File: src/eiu_regs.svh
/*
 * Register indices, field positions and reset values of the
 * external interrupt and wake-up unit.
 * Assumes the includer maps each index to byte address index * 4.
 */
`ifndef EIU_REGS_SVH
`define EIU_REGS_SVH

// Register indices (byte address is four times the index)
`define EIU_IDX_CORE_CTRL 10'h0e6
`define EIU_IDX_EXT_EDGE 10'h0f2
`define EIU_IDX_EXT_PEND 10'h0f3
`define EIU_IDX_EXT_MASK 10'h0f4
`define EIU_IDX_EXT_PRIO 10'h0f5
`define EIU_IDX_VEC_CTRL 10'h0f6
`define EIU_IDX_NEST_CTRL 10'h0f7
`define EIU_IDX_SEG_STACK 10'h1f6
`define EIU_IDX_WAKE_CTRL 10'h1f9
`define EIU_IDX_WAKE_MASK 10'h1fa
`define EIU_IDX_WAKE_EDGE 10'h1fb
`define EIU_IDX_WAKE_PEND 10'h1fc

// Reset values
`define EIU_RST_CORE_CTRL 8'h07
`define EIU_RST_PRIO 8'hff
`define EIU_RST_VEC_LOW 4'h6
`define EIU_RST_SEG_STACK 8'h0f
`define EIU_SEG_STACK_FIXED 8'h0f

// Core control fields
`define EIU_CC_TOP_PEND 6
`define EIU_CC_TOP_EN 5
`define EIU_CC_GLOBAL_EN 4
`define EIU_CC_NESTED 3
`define EIU_CPL_LOWEST 3'h7

// Vector control fields
`define EIU_VC_NMI_EDGE 3
`define EIU_VC_TOP_SRC 2
`define EIU_VC_A0_SRC 1
`define EIU_VC_WAIT_EN 0

// Nested control and segment stack fields
`define EIU_NC_UNMASK 7
`define EIU_SS_ENABLE 6

// Wake control fields
`define EIU_WC_STOP 2
`define EIU_WC_GROUP 1
`define EIU_WC_WAKE_MODE 0

// Channel that the wake lines may drive
`define EIU_LAST_CHAN 7

`endif

File: src/eiu_pkg.sv
/*
 * Types shared by the external interrupt and wake-up unit.
 * Assumes nothing of its surroundings.
 */
package eiu_pkg;
    typedef enum logic [1:0] {
        EIU_SEQ_IDLE,
        EIU_SEQ_ONE,
        EIU_SEQ_ONE_ZERO
    } eiu_stop_seq_t;
endpackage

File: src/eiu_ext_irq.sv
/*
 * External interrupt and wake-up line unit: eight channels with mask,
 * pair priority, edge select and pending; top-level source; nested hold
 * levels; code segment stacking option; 16 wake lines and stop sequence.
 * Assumes an APB master on pclk, pins synchronous to pclk, and a CPU
 * that pulses cpu_ack for one cycle while irq_req is high and cpu_iret
 * once per return.
 */
// The APB slave port was left to the implementer.
// Contract
// - Channel mask bit 0 blocks; 1 requests when pending and global enable set.
// - Priority is pair field plus fixed low bit: 0 even, 1 odd channel.
// - Priority 0 highest, 7 lowest; priority fields reset to all ones.
// - Vector upper nibble from software, not reset; low bits name channel.
// - Non-maskable input edge: 0 falling, 1 rising.
// - Top source select: 0 watchdog end of count, 1 non-maskable pin.
// - Channel A0 source: 0 watchdog end of count, 1 external pin.
// - Wait enable 0 ignores wait pin; 1 lets it stretch memory cycles.
// - Top unmaskable bit set-only; when set top needs only pending.
// - Nested mode: hold bit set on preemption, cleared on resuming return.
// - Stacking bit clear: push PC and flags; segment register serves.
// - Stacking bit set: push old code segment too; return restores it.
// - Group select: last channel from dedicated pin or from 16 wake lines.
// - Wake mode bit: clear plain interrupt, set allows stop exit.
// - Each wake line has its own mask and trigger edge.
// - Unmasked wake lines in wake mode end stop mode.
// - Stop needs writes 1, 0, 1 to the stop bit, consecutively.
// - Pending set by trigger, cleared by acknowledge, settable by software.
// - Channel edge bit: 0 falling, 1 rising.
// - Stop succeeds only in wake mode, no unmasked pending, some unmasked.
`timescale 1ns/1ps
`default_nettype none
`include "eiu_regs.svh"

module eiu_ext_irq #(
    parameter int NCH = 8,
    parameter int NWAKE = 16
) (
    input wire logic pclk,
    input wire logic presetn,
    input wire logic psel,
    input wire logic penable,
    input wire logic pwrite,
    input wire logic [11:0] paddr,
    input wire logic [31:0] pwdata,
    output logic [31:0] prdata,
    output logic pready,
    output logic pslverr,
    input wire logic [NCH-1:0] ext_irq_pins,
    input wire logic dedicated_irq_pin,
    input wire logic nmi_pin,
    input wire logic wdog_end_count,
    input wire logic mem_wait_pin,
    input wire logic [NWAKE-1:0] wake_pins,
    input wire logic cpu_ack,
    input wire logic cpu_iret,
    output logic irq_req,
    output logic irq_top,
    output logic [7:0] irq_vector,
    output logic [2:0] irq_level,
    output logic mem_wait,
    output logic stop_req,
    output logic push_code_seg,
    output logic irq_seg_as_code
);

    // Channel index is three bits wide and the wake registers are one word
    if (NCH != 8 || NWAKE < 1 || NWAKE > 16)
    begin : g_bad_params
        $error("eiu_ext_irq: NCH must be 8 and NWAKE 1 to 16");
    end

    logic [7:0] cc_q, edge_q, pend_q, pend_d, mask_q, prio_q, nest_q, ctl_q;
    logic [3:0] vec_hi_q;
    logic ss_en_q;
    logic [2:0] wctl_q;
    logic [NWAKE-1:0] wmask_q, wedge_q, wpend_q, wpend_d, wake_prev_q;
    logic [NCH-1:0] src_prev_q;
    logic [NCH-1:0] src;
    logic top_src_prev_q, top_active_q, stop_q, wake_or;
    logic [3:0] depth_q;
    logic [2:0] sel_q;
    logic [31:0] rdata;
    logic mapped;
    eiu_pkg::eiu_stop_seq_t seq_q;

    wire [9:0] idx = paddr[11:2];
    wire setup = psel && !penable;
    wire wr = psel && penable && pready && pwrite;
    wire ack_ch = cpu_ack && irq_req && !irq_top;
    wire ack_top = cpu_ack && irq_req && irq_top;
    wire [2:0] cpl = cc_q[2:0];
    wire global_irq_enable = cc_q[`EIU_CC_GLOBAL_EN];
    wire nested = cc_q[`EIU_CC_NESTED];
    localparam logic [7:0] SS_RST = `EIU_RST_SEG_STACK;
    localparam logic [7:0] SS_FIXED = `EIU_SEG_STACK_FIXED;

    function automatic logic edge_seen(input logic prev, input logic cur, input logic rise);
        edge_seen = rise ? (!prev && cur) : (prev && !cur);
    endfunction

    function automatic logic [2:0] chan_prio(input logic [7:0] pl, input int ch);
        chan_prio = {pl[(ch/2)*2+1], pl[(ch/2)*2], ch[0]};
    endfunction

    // Channel sources
    always_comb
    begin
        src = ext_irq_pins;
        src[0] = ctl_q[`EIU_VC_A0_SRC] ? ext_irq_pins[0] : wdog_end_count;
        src[`EIU_LAST_CHAN] = wctl_q[`EIU_WC_GROUP] ? wake_or : dedicated_irq_pin;
    end

    // The wake lines reach the channel as the OR of unmasked pending bits, so a
    // second event while one is pending gives no new edge until every unmasked pending bit clears.
    assign wake_or = |(wpend_q & wmask_q);

    wire top_src = ctl_q[`EIU_VC_TOP_SRC] ? nmi_pin : wdog_end_count;
    wire top_edge_rise = ctl_q[`EIU_VC_TOP_SRC] ? ctl_q[`EIU_VC_NMI_EDGE] : 1'b1;

    // Arbitration: lowest priority value below the current level wins
    logic found;
    logic [2:0] best_ch, best_pr;
    always_comb
    begin
        found = 1'b0;
        best_ch = 3'h0;
        best_pr = `EIU_CPL_LOWEST;
        for (int i = 0; i < NCH; i++)
        begin
            if (pend_q[i] && mask_q[i] && global_irq_enable
                && chan_prio(prio_q, i) < cpl
                && (!found || chan_prio(prio_q, i) < best_pr))
            begin
                found = 1'b1;
                best_ch = i[2:0];
                best_pr = chan_prio(prio_q, i);
            end
        end
    end

    wire top_ok = cc_q[`EIU_CC_TOP_PEND] && (nest_q[`EIU_NC_UNMASK]
        || (global_irq_enable && cc_q[`EIU_CC_TOP_EN]));
    // The top routine cannot be interrupted, not even by another top request
    wire want_top = top_ok && !top_active_q;
    wire want_ch = found && !top_active_q;

    // Request outputs; dropped in the acknowledge cycle so no stale request
    always_ff @(posedge pclk or negedge presetn)
    begin
        if (!presetn)
        begin
            irq_req <= 1'b0;
            irq_top <= 1'b0;
            irq_vector <= 8'h00;
            irq_level <= 3'h0;
            sel_q <= 3'h0;
        end
        else
        begin
            irq_req <= !cpu_ack && (want_top || want_ch);
            irq_top <= want_top;
            sel_q <= best_ch;
            irq_level <= want_top ? 3'h0 : best_pr;
            irq_vector <= {vec_hi_q, best_ch, 1'b0};
        end
    end

    // Channel pending: set wins over acknowledge and software clear
    always_comb
    begin
        pend_d = pend_q;
        if (wr && idx == `EIU_IDX_EXT_PEND)
            pend_d = pwdata[7:0];
        if (ack_ch)
            pend_d[sel_q] = 1'b0;
        for (int i = 0; i < NCH; i++)
        begin
            if (edge_seen(src_prev_q[i], src[i], edge_q[i]))
                pend_d[i] = 1'b1;
        end
    end

    always_ff @(posedge pclk or negedge presetn)
    begin
        if (!presetn)
        begin
            pend_q <= 8'h00;
            src_prev_q <= '0;
            top_src_prev_q <= 1'b0;
        end
        else
        begin
            pend_q <= pend_d;
            src_prev_q <= src;
            top_src_prev_q <= top_src;
        end
    end

    // Software-written configuration
    always_ff @(posedge pclk or negedge presetn)
    begin
        if (!presetn)
        begin
            edge_q <= 8'h00;
            mask_q <= 8'h00;
            prio_q <= `EIU_RST_PRIO;
            ctl_q <= {4'h0, `EIU_RST_VEC_LOW};
            ss_en_q <= SS_RST[`EIU_SS_ENABLE];
            wmask_q <= '0;
            wedge_q <= '0;
        end
        else if (wr)
        begin
            case (idx)
                `EIU_IDX_EXT_EDGE: edge_q <= pwdata[7:0];
                `EIU_IDX_EXT_MASK: mask_q <= pwdata[7:0];
                `EIU_IDX_EXT_PRIO: prio_q <= pwdata[7:0];
                `EIU_IDX_VEC_CTRL: ctl_q <= {4'h0, pwdata[3:0]};
                `EIU_IDX_SEG_STACK: ss_en_q <= pwdata[`EIU_SS_ENABLE];
                `EIU_IDX_WAKE_MASK: wmask_q <= pwdata[NWAKE-1:0];
                `EIU_IDX_WAKE_EDGE: wedge_q <= pwdata[NWAKE-1:0];
                default: ;
            endcase
        end
    end

    // Vector nibble keeps no reset value on purpose
    always_ff @(posedge pclk)
    begin
        if (wr && idx == `EIU_IDX_VEC_CTRL)
            vec_hi_q <= pwdata[7:4];
    end

    // Core control: enable, top pending, current level
    always_ff @(posedge pclk or negedge presetn)
    begin
        if (!presetn)
            cc_q <= `EIU_RST_CORE_CTRL;
        else
        begin
            if (wr && idx == `EIU_IDX_CORE_CTRL)
                cc_q <= {1'b0, pwdata[6:0]};
            if (ack_top)
                cc_q[`EIU_CC_TOP_PEND] <= 1'b0;
            if (ack_ch)
            begin
                cc_q[`EIU_CC_GLOBAL_EN] <= 1'b0;
                if (nested)
                    cc_q[2:0] <= irq_level;
            end
            if (cpu_iret && !top_active_q)
            begin
                cc_q[`EIU_CC_GLOBAL_EN] <= 1'b1;
                if (nested)
                    cc_q[2:0] <= resume_level(nest_q[6:0]);
            end
            if (edge_seen(top_src_prev_q, top_src, top_edge_rise))
                cc_q[`EIU_CC_TOP_PEND] <= 1'b1;
        end
    end

    function automatic logic [2:0] resume_level(input logic [6:0] hold);
        resume_level = `EIU_CPL_LOWEST;
        for (int i = 6; i >= 0; i--)
        begin
            if (hold[i])
                resume_level = i[2:0];
        end
    endfunction

    // Unmaskable flag and hold levels
    always_ff @(posedge pclk or negedge presetn)
    begin
        if (!presetn)
            nest_q <= 8'h00;
        else
        begin
            if (wr && idx == `EIU_IDX_NEST_CTRL && pwdata[`EIU_NC_UNMASK])
                nest_q[`EIU_NC_UNMASK] <= 1'b1;
            if (ack_ch && nested && cpl != `EIU_CPL_LOWEST)
                nest_q[cpl] <= 1'b1;
            if (cpu_iret && !top_active_q && nested
                && resume_level(nest_q[6:0]) != `EIU_CPL_LOWEST)
                nest_q[resume_level(nest_q[6:0])] <= 1'b0;
        end
    end

    // Service depth and segment handling
    always_ff @(posedge pclk or negedge presetn)
    begin
        if (!presetn)
        begin
            top_active_q <= 1'b0;
            depth_q <= 4'h0;
            push_code_seg <= 1'b0;
            irq_seg_as_code <= 1'b0;
        end
        else
        begin
            if (ack_top)
                top_active_q <= 1'b1;
            else if (cpu_iret)
                top_active_q <= 1'b0;
            if (cpu_ack && irq_req && depth_q != 4'hf)
            begin
                depth_q <= depth_q + 4'h1;
                push_code_seg <= ss_en_q;
                irq_seg_as_code <= !ss_en_q;
            end
            else if (cpu_iret && depth_q != 4'h0)
            begin
                depth_q <= depth_q - 4'h1;
                if (depth_q == 4'h1)
                    irq_seg_as_code <= 1'b0;
            end
        end
    end

    // Wait pin gating
    always_ff @(posedge pclk or negedge presetn)
    begin
        if (!presetn)
            mem_wait <= 1'b0;
        else
            mem_wait <= ctl_q[`EIU_VC_WAIT_EN] && mem_wait_pin;
    end

    // Wake line pending: edge sets win over software writes
    always_comb
    begin
        wpend_d = wpend_q;
        if (wr && idx == `EIU_IDX_WAKE_PEND)
            wpend_d = pwdata[NWAKE-1:0];
        for (int i = 0; i < NWAKE; i++)
        begin
            if (edge_seen(wake_prev_q[i], wake_pins[i], wedge_q[i]))
                wpend_d[i] = 1'b1;
        end
    end

    always_ff @(posedge pclk or negedge presetn)
    begin
        if (!presetn)
        begin
            wpend_q <= '0;
            wake_prev_q <= '0;
        end
        else
        begin
            wpend_q <= wpend_d;
            wake_prev_q <= wake_pins;
        end
    end

    // Stop sequence: any other register write or acknowledge breaks it
    wire wctl_wr = wr && idx == `EIU_IDX_WAKE_CTRL;
    wire stop_bit = pwdata[`EIU_WC_STOP];
    wire stop_ok = wctl_q[`EIU_WC_WAKE_MODE] && !(|(wpend_q & wmask_q))
        && (|wmask_q);
    wire wake_hit = |(wpend_d & ~wpend_q & wmask_q);

    always_ff @(posedge pclk or negedge presetn)
    begin
        if (!presetn)
        begin
            seq_q <= eiu_pkg::EIU_SEQ_IDLE;
            stop_q <= 1'b0;
            stop_req <= 1'b0;
            wctl_q <= 3'h0;
        end
        else
        begin
            stop_req <= stop_q && seq_q == eiu_pkg::EIU_SEQ_IDLE;
            if (wctl_wr)
                wctl_q[1:0] <= pwdata[1:0];
            if (wctl_wr)
            begin
                case (seq_q)
                    eiu_pkg::EIU_SEQ_IDLE:
                    begin
                        seq_q <= stop_bit ? eiu_pkg::EIU_SEQ_ONE : eiu_pkg::EIU_SEQ_IDLE;
                        stop_q <= stop_bit;
                    end
                    eiu_pkg::EIU_SEQ_ONE:
                    begin
                        seq_q <= stop_bit ? eiu_pkg::EIU_SEQ_ONE : eiu_pkg::EIU_SEQ_ONE_ZERO;
                        stop_q <= stop_bit;
                    end
                    eiu_pkg::EIU_SEQ_ONE_ZERO:
                    begin
                        seq_q <= eiu_pkg::EIU_SEQ_IDLE;
                        stop_q <= stop_bit && stop_ok;
                    end
                    default:
                    begin
                        seq_q <= eiu_pkg::EIU_SEQ_IDLE;
                        stop_q <= 1'b0;
                    end
                endcase
            end
            else if (wr || cpu_ack)
            begin
                seq_q <= eiu_pkg::EIU_SEQ_IDLE;
                stop_q <= 1'b0;
            end
            else if (seq_q == eiu_pkg::EIU_SEQ_IDLE && stop_q && wake_hit)
                stop_q <= 1'b0;
        end
    end

    // APB read data captured in the setup cycle; one access cycle, no waits
    always_comb
    begin
        rdata = 32'h0000_0000;
        mapped = 1'b1;
        case (idx)
            `EIU_IDX_CORE_CTRL: rdata[7:0] = cc_q;
            `EIU_IDX_EXT_EDGE: rdata[7:0] = edge_q;
            `EIU_IDX_EXT_PEND: rdata[7:0] = pend_q;
            `EIU_IDX_EXT_MASK: rdata[7:0] = mask_q;
            `EIU_IDX_EXT_PRIO: rdata[7:0] = prio_q;
            `EIU_IDX_VEC_CTRL: rdata[7:0] = {vec_hi_q, ctl_q[3:0]};
            `EIU_IDX_NEST_CTRL: rdata[7:0] = nest_q;
            `EIU_IDX_SEG_STACK: rdata[7:0] = {1'b0, ss_en_q, SS_FIXED[5:0]};
            `EIU_IDX_WAKE_CTRL: rdata[7:0] = {5'h00, stop_q, wctl_q[1:0]};
            `EIU_IDX_WAKE_MASK: rdata[NWAKE-1:0] = wmask_q;
            `EIU_IDX_WAKE_EDGE: rdata[NWAKE-1:0] = wedge_q;
            `EIU_IDX_WAKE_PEND: rdata[NWAKE-1:0] = wpend_q;
            default: mapped = 1'b0;
        endcase
    end

    always_ff @(posedge pclk or negedge presetn)
    begin
        if (!presetn)
        begin
            prdata <= 32'h0000_0000;
            pready <= 1'b0;
            pslverr <= 1'b0;
        end
        else
        begin
            pready <= setup;
            pslverr <= setup && !mapped;
            if (setup)
                prdata <= pwrite ? 32'h0000_0000 : rdata;
        end
    end

    // Checks
    a_mask_blocks: assert property (@(posedge pclk) disable iff (!presetn)
        irq_req && !irq_top |-> mask_q[sel_q] && pend_q[sel_q] && global_irq_enable)
        else $error("channel request without mask, pending or enable");
    a_prio_lsb: assert property (@(posedge pclk) disable iff (!presetn)
        irq_req && !irq_top |-> irq_level[0] == sel_q[0] && irq_level != 3'h7)
        else $error("channel priority low bit wrong");
    a_prio_reset: assert property (@(posedge pclk)
        $rose(presetn) |-> prio_q == `EIU_RST_PRIO)
        else $error("priority fields not all ones after reset");
    a_vector_form: assert property (@(posedge pclk) disable iff (!presetn)
        irq_req && !irq_top |-> irq_vector[3:0] == {sel_q, 1'b0})
        else $error("vector low bits do not name channel");
    a_unmask_sticky: assert property (@(posedge pclk) disable iff (!presetn)
        nest_q[`EIU_NC_UNMASK] |=> nest_q[`EIU_NC_UNMASK])
        else $error("unmaskable flag cleared without reset");
    a_hold_set: assert property (@(posedge pclk) disable iff (!presetn)
        ack_ch && nested && cpl != 3'h7 |=> nest_q[$past(cpl)])
        else $error("hold level not set on preemption");
    a_pend_ack: assert property (@(posedge pclk) disable iff (!presetn)
        ack_ch && !edge_seen(src_prev_q[sel_q], src[sel_q], edge_q[sel_q])
        && !wr |=> !pend_q[$past(sel_q)] ##1 !irq_req [*1])
        else $error("pending bit survived acknowledge");
    a_wait_gate: assert property (@(posedge pclk) disable iff (!presetn)
        !ctl_q[`EIU_VC_WAIT_EN] |=> !mem_wait)
        else $error("wait passed while disabled");
    a_stop_cond: assert property (@(posedge pclk) disable iff (!presetn)
        $rose(stop_req) |-> $past(wctl_q[`EIU_WC_WAKE_MODE], 2) && |wmask_q)
        else $error("stop requested without conditions");
    a_seg_mode: assert property (@(posedge pclk) disable iff (!presetn)
        cpu_ack && irq_req && depth_q != 4'hf
        |=> push_code_seg == $past(ss_en_q) && irq_seg_as_code != $past(ss_en_q))
        else $error("segment stacking outputs disagree");

    c_chan_ack: cover property (@(posedge pclk) disable iff (!presetn) ack_ch);
    c_top_ack: cover property (@(posedge pclk) disable iff (!presetn) ack_top);
    c_stop: cover property (@(posedge pclk) disable iff (!presetn) $rose(stop_req));
    c_nested: cover property (@(posedge pclk) disable iff (!presetn) ack_ch && nested
        && cpl != 3'h7);

endmodule // eiu_ext_irq

`default_nettype wire

File: config.mk
export PLATFORM = sky130hd
export DESIGN_NAME = eiu_ext_irq
export DESIGN_NICKNAME = d
export VERILOG_FILES = /design/src/eiu_pkg.sv /design/src/eiu_ext_irq.sv
export VERILOG_INCLUDE_DIRS = /design/src
export SDC_FILE = /design/constraint.sdc
export NUM_CORES = 1
export LEC_CHECK = 0
export BUFFER_PORTS_ARGS = -buffer_cell sky130_fd_sc_hd__buf_2
export CORE_MARGIN = 2
export CORE_UTILIZATION = 60
export DETAILED_ROUTE_END_ITERATION = 7
export PLACE_DENSITY_LB_ADDON = 0.12
export SLEW_MARGIN = 30
export SYNTH_ARGS = -nofsm -noshare
export SYNTH_HDL_FRONTEND = slang
export SYNTH_SLANG_ARGS = --single-unit
export TNS_END_PERCENT = 100
File: constraint.sdc
create_clock -name pclk -period 21.5 [get_ports pclk]
set_input_delay 2.15 -clock pclk [delete_from_list [all_inputs] [get_ports pclk]]
set_output_delay 2.15 -clock pclk [all_outputs]
set_load 0.01 [all_outputs]
# Word-level counts from Yosys, hierarchy flattened
# Index checks and enable logic that the tools add are counted.
classes:
  add_sub_neg: 2
  reduce_logical: 213
  bitwise: 9
  n_mux: 126
  n_lt_le_gt_ge: 21
  n_eq_ne: 18
ops:
  columns: ["op", "n"]
  rows:
  - ["logical AND 1 bit", 117]
  - ["case mux 8 bit (12 select lines)", 1]
  - ["two-way mux 1 bit", 81]
  - ["two-way mux 3 bit", 26]
  - ["equality test 10 x 8 -> 1 bit (second input constant)", 7]
  - ["logical NOT 1 bit", 64]
  - ["equality test 10 x 9 -> 1 bit (second input constant)", 5]
  - ["AND 16 bit", 3]
  - ["OR reduction 16 bit", 3]
  - ["less-than comparator 3 bit", 15]
  - ["two-way mux 16 bit", 2]
  - ["two-way mux 8 bit", 4]
  - ["case mux 8 bit (3 select lines)", 1]
  - ["AND 8 bit", 2]
  - ["inverter 16 bit", 1]
  - ["inverter 8 bit", 2]
  - ["AND reduction 2 bit", 8]
  - ["less-than comparator 3 x 4 -> 1 bit (second input constant)", 3]
  - ["OR reduction 12 bit", 1]
  - ["logical OR 1 bit", 10]
  - ["demux 1 bit (select 3 bit)", 3]
  - ["greater-or-equal comparator 3 x 1 -> 1 bit (second input constant)", 3]
  - ["nonzero test 3 bit", 3]
  - ["two-way mux 4 bit", 2]
  - ["16 further kinds", 22]
word_totals:
  out_inout_bits: 51
  elab_cells: 424
  regBits: 192

# Depth between registers and ports, before layout
depth:
  word_depth: 35
  depth_mapped: 44
  depth_no_buf: 42

# Least setup slack after synthesis
# Ideal clock, no wire load.
synth_timing:
  path_kind: "reg2reg"
  startpoint: "register cc_q[1]"
  endpoint: "register irq_level[2]"
  stages_incl_launch_ff: 43
  t_required_ns: 21.379
  path_slack_ns: 13.260
  period_less_slack_ns: 8.240
  path_buffers: 2
  setup_time_ns: 0.121
  arrival_time_ns: 8.119
  path_cell_list: "dfstp_2 clkbuf_1 inv_1 ha_1 nor2b_1 o21ai_0 a21oi_1 nor2_1 ha_1 a21o_1 nand2_1 o2bb2ai_1 or3_1 buf_2 nand2_1 o21ai_0 ha_1 nor2_1 [... 7 more ...] nor2_1 a21oi_1 ha_1 or2_2 a21oi_1 a211o_1 mux2_4 inv_1 ha_1 o2111ai_1 o221ai_2 mux2i_4 ha_1 or2_2 a21oi_1 a31o_1 nor2_1 o22a_1"
synth_between:
  elab_chain_cells: 32
synth_lines:
  columns: ["element", "line_no", "rtl"]
  rows:
  - ["from (decl)", "eiu_ext_irq.sv:73", "logic [7:0] cc_q, edge_q, pend_q, pend_d, mask_q, prio_q, nest_q, ctl_q;"]
  - ["from (signal assigned)", "eiu_ext_irq.sv:239", "cc_q <= `EIU_RST_CORE_CTRL;"]
  - ["from (signal assigned)", "eiu_ext_irq.sv:243", "cc_q <= {1'b0, pwdata[6:0]};"]
  - ["from (signal assigned)", "eiu_ext_irq.sv:250", "cc_q[2:0] <= irq_level;"]
  - ["less-than comparator 3 bit", "eiu_ext_irq.sv:132", "&& chan_prio(prio_q, i) < cpl"]
  - ["logical AND 1 bit", "eiu_ext_irq.sv:132", null]
  - ["two-way mux 3 bit / two-way mux 1 bit (equally long branches)", "eiu_ext_irq.sv:131", "if (pend_q[i] && mask_q[i] && global_irq_enable"]
  - ["less-than comparator 3 bit / logical NOT 1 bit (equally long branches)", "eiu_ext_irq.sv:133", "&& (!found || chan_prio(prio_q, i) < best_pr))"]
  - ["logical OR 1 bit", "eiu_ext_irq.sv:133", null]
  - ["logical AND 1 bit", "eiu_ext_irq.sv:133", null]
  - ["two-way mux 3 bit / two-way mux 1 bit (equally long branches)", "eiu_ext_irq.sv:131", null]
  - ["less-than comparator 3 bit / logical NOT 1 bit (equally long branches)", "eiu_ext_irq.sv:133", null]
  - ["[... 16 more ...]", null, null]
  - ["logical OR 1 bit", "eiu_ext_irq.sv:133", null]
  - ["logical AND 1 bit", "eiu_ext_irq.sv:133", null]
  - ["two-way mux 3 bit / two-way mux 1 bit (equally long branches)", "eiu_ext_irq.sv:131", null]
  - ["less-than comparator 3 bit / logical NOT 1 bit (equally long branches)", "eiu_ext_irq.sv:133", null]
  - ["logical OR 1 bit", "eiu_ext_irq.sv:133", null]
  - ["logical AND 1 bit", "eiu_ext_irq.sv:133", null]
  - ["two-way mux 3 bit *", "eiu_ext_irq.sv:131", null]
  - ["two-way mux 3 bit *", "eiu_ext_irq.sv:164", "irq_level <= want_top ? 3'h0 : best_pr;"]
  - ["to (signal assigned)", "eiu_ext_irq.sv:164", null]
  - ["to (decl)", "eiu_ext_irq.sv:60", "output logic [2:0] irq_level,"]
# Mark *: on every way between the ends. The rest lies on a longest branch, timed or not.
# A chain may end at the register's enable or synchronous reset.

# Worst setup path in the final report
layout_timing:
  startpoint: "register cc_q[1]"
  endpoint: "register irq_level[1]"
# Same word-level chain as after synthesis.

==> results.json <==
{
  "drt_wl_total_um": 26560,
  "status": "complete, no violations",
  "dpl_cell_area_mm2": 0.009607,
  "drive_gt1_share_pct": 23.24,
  "antenna_cells": 0,
  "synth_warnings": 0,
  "setup_viol": 0,
  "power_leakage_nw": 4.687,
  "viasPerCell": 6.647,
  "worst-r2r-setup-slack_ns": 12.08,
  "grt_pass1_wl_um": 42120,
  "reg2reg_to": "irq_level[1]",
  "max_stage_delay_ns": 0.73,
  "drc": 0,
  "drtIter0Drc": 1059,
  "cp-start-kind": "register",
  "slew_headroom_pct": 37.22,
  "min-delay-path-class": "register to register",
  "whs_path_depth": 0,
  "power.density_mw_per_mm2": 67.11,
  "ys_seq_area_share_pct": 48.55,
  "root_buffer": "clkbuf_16",
  "synth-main-ff-cell": "dfrtp_1",
  "cts.sinks": 173,
  "regToRegStartpoint": "cc_q[1]",
  "crit_path_max_fanout": 12,
  "ys_seq_elements": 173,
  "post-route-util_pct": 69.76,
  "cts_resized": 0,
  "path_clk_slew_ns": 0.06,
  "finalNonFillerCells": 1165,
  "cts_setup_buffers": 0,
  "cts-buffers-inserted": 17,
  "gp_congestion": 0.9431,
  "num-fill-cells": 1107,
  "hpwl_um": 19180,
  "grt_setup_unrepaired": "false",
  "wl_per_cell_um": 22.80,
  "start_util_pct": 61.63,
  "die_y_um": 126.4,
  "worstPathArrival_ns": 9.75,
  "die_x_um": 126.4,
  "fin_crit_sh_pct": 43.80,
  "clock_path_buffers": 2,
  "max_freq_mhz": 106.2,
  "synth-edff-count": 4,
  "finalMaxSlewViolations": 0,
  "ff2ff_path_depth": 40,
  "grt_pass1_vias": 7500,
  "grt_use_total_pct": 34.24,
  "numPortBuffers": 93,
  "postSynthCellCount": 875,
  "core-area_mm2": 0.01459,
  "fin_skew_ns": 0.01011,
  "drv_cap": 0,
  "ant_nets": 0,
  "crit_start": "cc_q[1]",
  "fin_area_mm2": 0.01018,
  "period_needed_ns": 9.418,
  "synth_cell_types": 79,
  "worst_path_most_repeated_cell": "ha_1",
  "area_growth_pct": 13.19,
  "ctsHoldBuffers": 0,
  "ios": 130,
  "vias": 7744,
  "hold_viol_final": 0,
  "dr.pass1.iters": 8,
  "cp.required_ns": 21.83,
  "clkLatencyLatePin_ns": 0.44,
  "peakVddDrop_v": 0.00005994,
  "pre_cts_slack_ns": 12.26,
  "cts_tree": "built",
  "grt_max_degree": 108,
  "critPathSlowestCell": "dfstp_2",
  "critPathCapture": "irq_level[1]",
  "path_class": "register to register",
  "rows": 44,
  "place_inst": 1133,
  "setup_tns_ns": 0,
  "synth-async-reset-ratio_pct": 97.69,
  "dieArea_mm2": 0.01598,
  "antenna_found_initial": 0,
  "worstMarginPinSlew_ns": 0.9417,
  "htreeDepth": 4,
  "syn_area_mm2": 0.008991,
  "avgSynthCellArea_um2": 10.28,
  "end_kind": "register",
  "nets": 1071,
  "final.setup.worst_slack_ns": 12.08,
  "grt_overflow": 0
}
## metrics by stage
step	power (mW)	hold WS (ns)
2_1_floorplan	0.3696	0.3495
3_3_place_gp	0.3876	0.4029
3_5_place_dp	0.3914	0.4027
4_1_cts	0.6843	0.4129
5_1_grt	0.7069	0.4276
6_report	0.6830	0.4141
## registers in the layout, indices dropped and copies added (netlist names), 16 cells and up
name and flops:
wake_prev_q 16, prdata 16, wmask_q 16, wedge_q 16
wpend_q 16
## how the worst min path moves through the flow
stage	start	end	slack, ns
after floorplan	vec_hi_q[3]	irq_vector[7]	0.35
after global placement	vec_hi_q[1]	irq_vector[5]	0.40
after detailed placement	vec_hi_q[1]	irq_vector[5]	0.40
after CTS	vec_hi_q[0]	irq_vector[4]	0.41
after global routing	vec_hi_q[1]	irq_vector[5]	0.43
final	vec_hi_q[0]	irq_vector[4]	0.41
## cells in the mapped netlist, drive strengths merged (10+ instances only)
master	instances	area, µm²
a22o	11	96.34
buf	20	147.6
dfrtp	156	3904
nor3b	20	150.1
a221oi	13	113.9
a222oi	10	100.1
nand3b	10	75.07
a22oi	14	105.1
nand2b	18	112.6
mux2	64	724.4
inv	25	93.84
ha	24	300.3
nor2	55	206.5
dfstp	13	341.6
mux2i	15	162.7
nor4	17	125.1
nor3	17	85.08
a21oi	47	235.2
nand3	11	55.05
o21ai	49	245.2
nand2	121	456.7
clkbuf	24	90.09
## cell usage in the layout, fill, tap and decap left out, types with 11 or more instances in the layout
cell	Yosys	final
conb_1	1	17
mux2i_1	14	14
dfrtp_1	156	156
a22oi_1	14	14
inv_1	25	25
clkbuf_16	0	17
nand2_1	120	120
dfstp_2	13	13
buf_2	1	92
nor4_1	14	14
nand3_1	11	11
nand2b_1	18	18
o21ai_0	48	48
ha_1	24	24
nor2_1	55	55
nor3b_1	20	20
mux2_2	63	63
a21oi_1	47	47
a221oi_1	13	13
nor3_1	17	14
a22o_1	11	11
## power breakdown
part | leakage (nW) | internal [mW] | switching (mW)
sequential | 2.11 | 0.334 | 0.00783
clock | 0.274 | 0.164 | 0.133
combinational | 2.30 | 0.0149 | 0.0293
total | 4.69 | 0.513 | 0.170
## critical path, delay by kind of cell (launching register included)
family	cells	cell delay [ns]
compound gates	18	3.81
fa+ha+maj	7	1.92
buf+inv	3	0.35
flops	1	0.73
mux	2	0.58
simple gates	10	1.93
## area by class of cell
type,count,area (µm²),area share [%]
clock buffers,21,450.4,4.426
clock inverters,11,108.9,1.070
inverters,25,93.84,0.9221
multi-input cells,649,4387,43.10
flip-flops and latches,173,4365,42.89
well taps,184,230.2,2.262
repair buffers,102,541.8,5.323
## metal layers
layer | GRT usage [%] | up-vias | part of all wire (%)
met4 | 10.54 | 0 | 3.0
met2 | 52.12 | 461 | 45
met5 | 0 | - | 0
li1 | - | 3394 | -
met3 | 10.63 | 75 | 11
met1 | 47.56 | 3814 | 41
## cell families (layout without fill, tap and decap cells)
| kind of cell | after synthesis | count (layout) | synth area share [%] |
|---|---|---|---|
| other | 1 | 17 | 0.04171 |
| flip-flops | 173 | 173 | 48.55 |
| XOR/XNOR | 3 | 3 | 0.2923 |
| AND/OR/NAND/NOR | 315 | 315 | 17.70 |
| AO/OA/AOI/OAI | 210 | 210 | 16.27 |
| adder cells (fa/ha/maj) | 24 | 24 | 3.340 |
| buffers and inverters | 69 | 159 | 3.688 |
| multiplexers | 80 | 80 | 10.12 |
No activity file was read; power rests on OpenSTA's default activity.
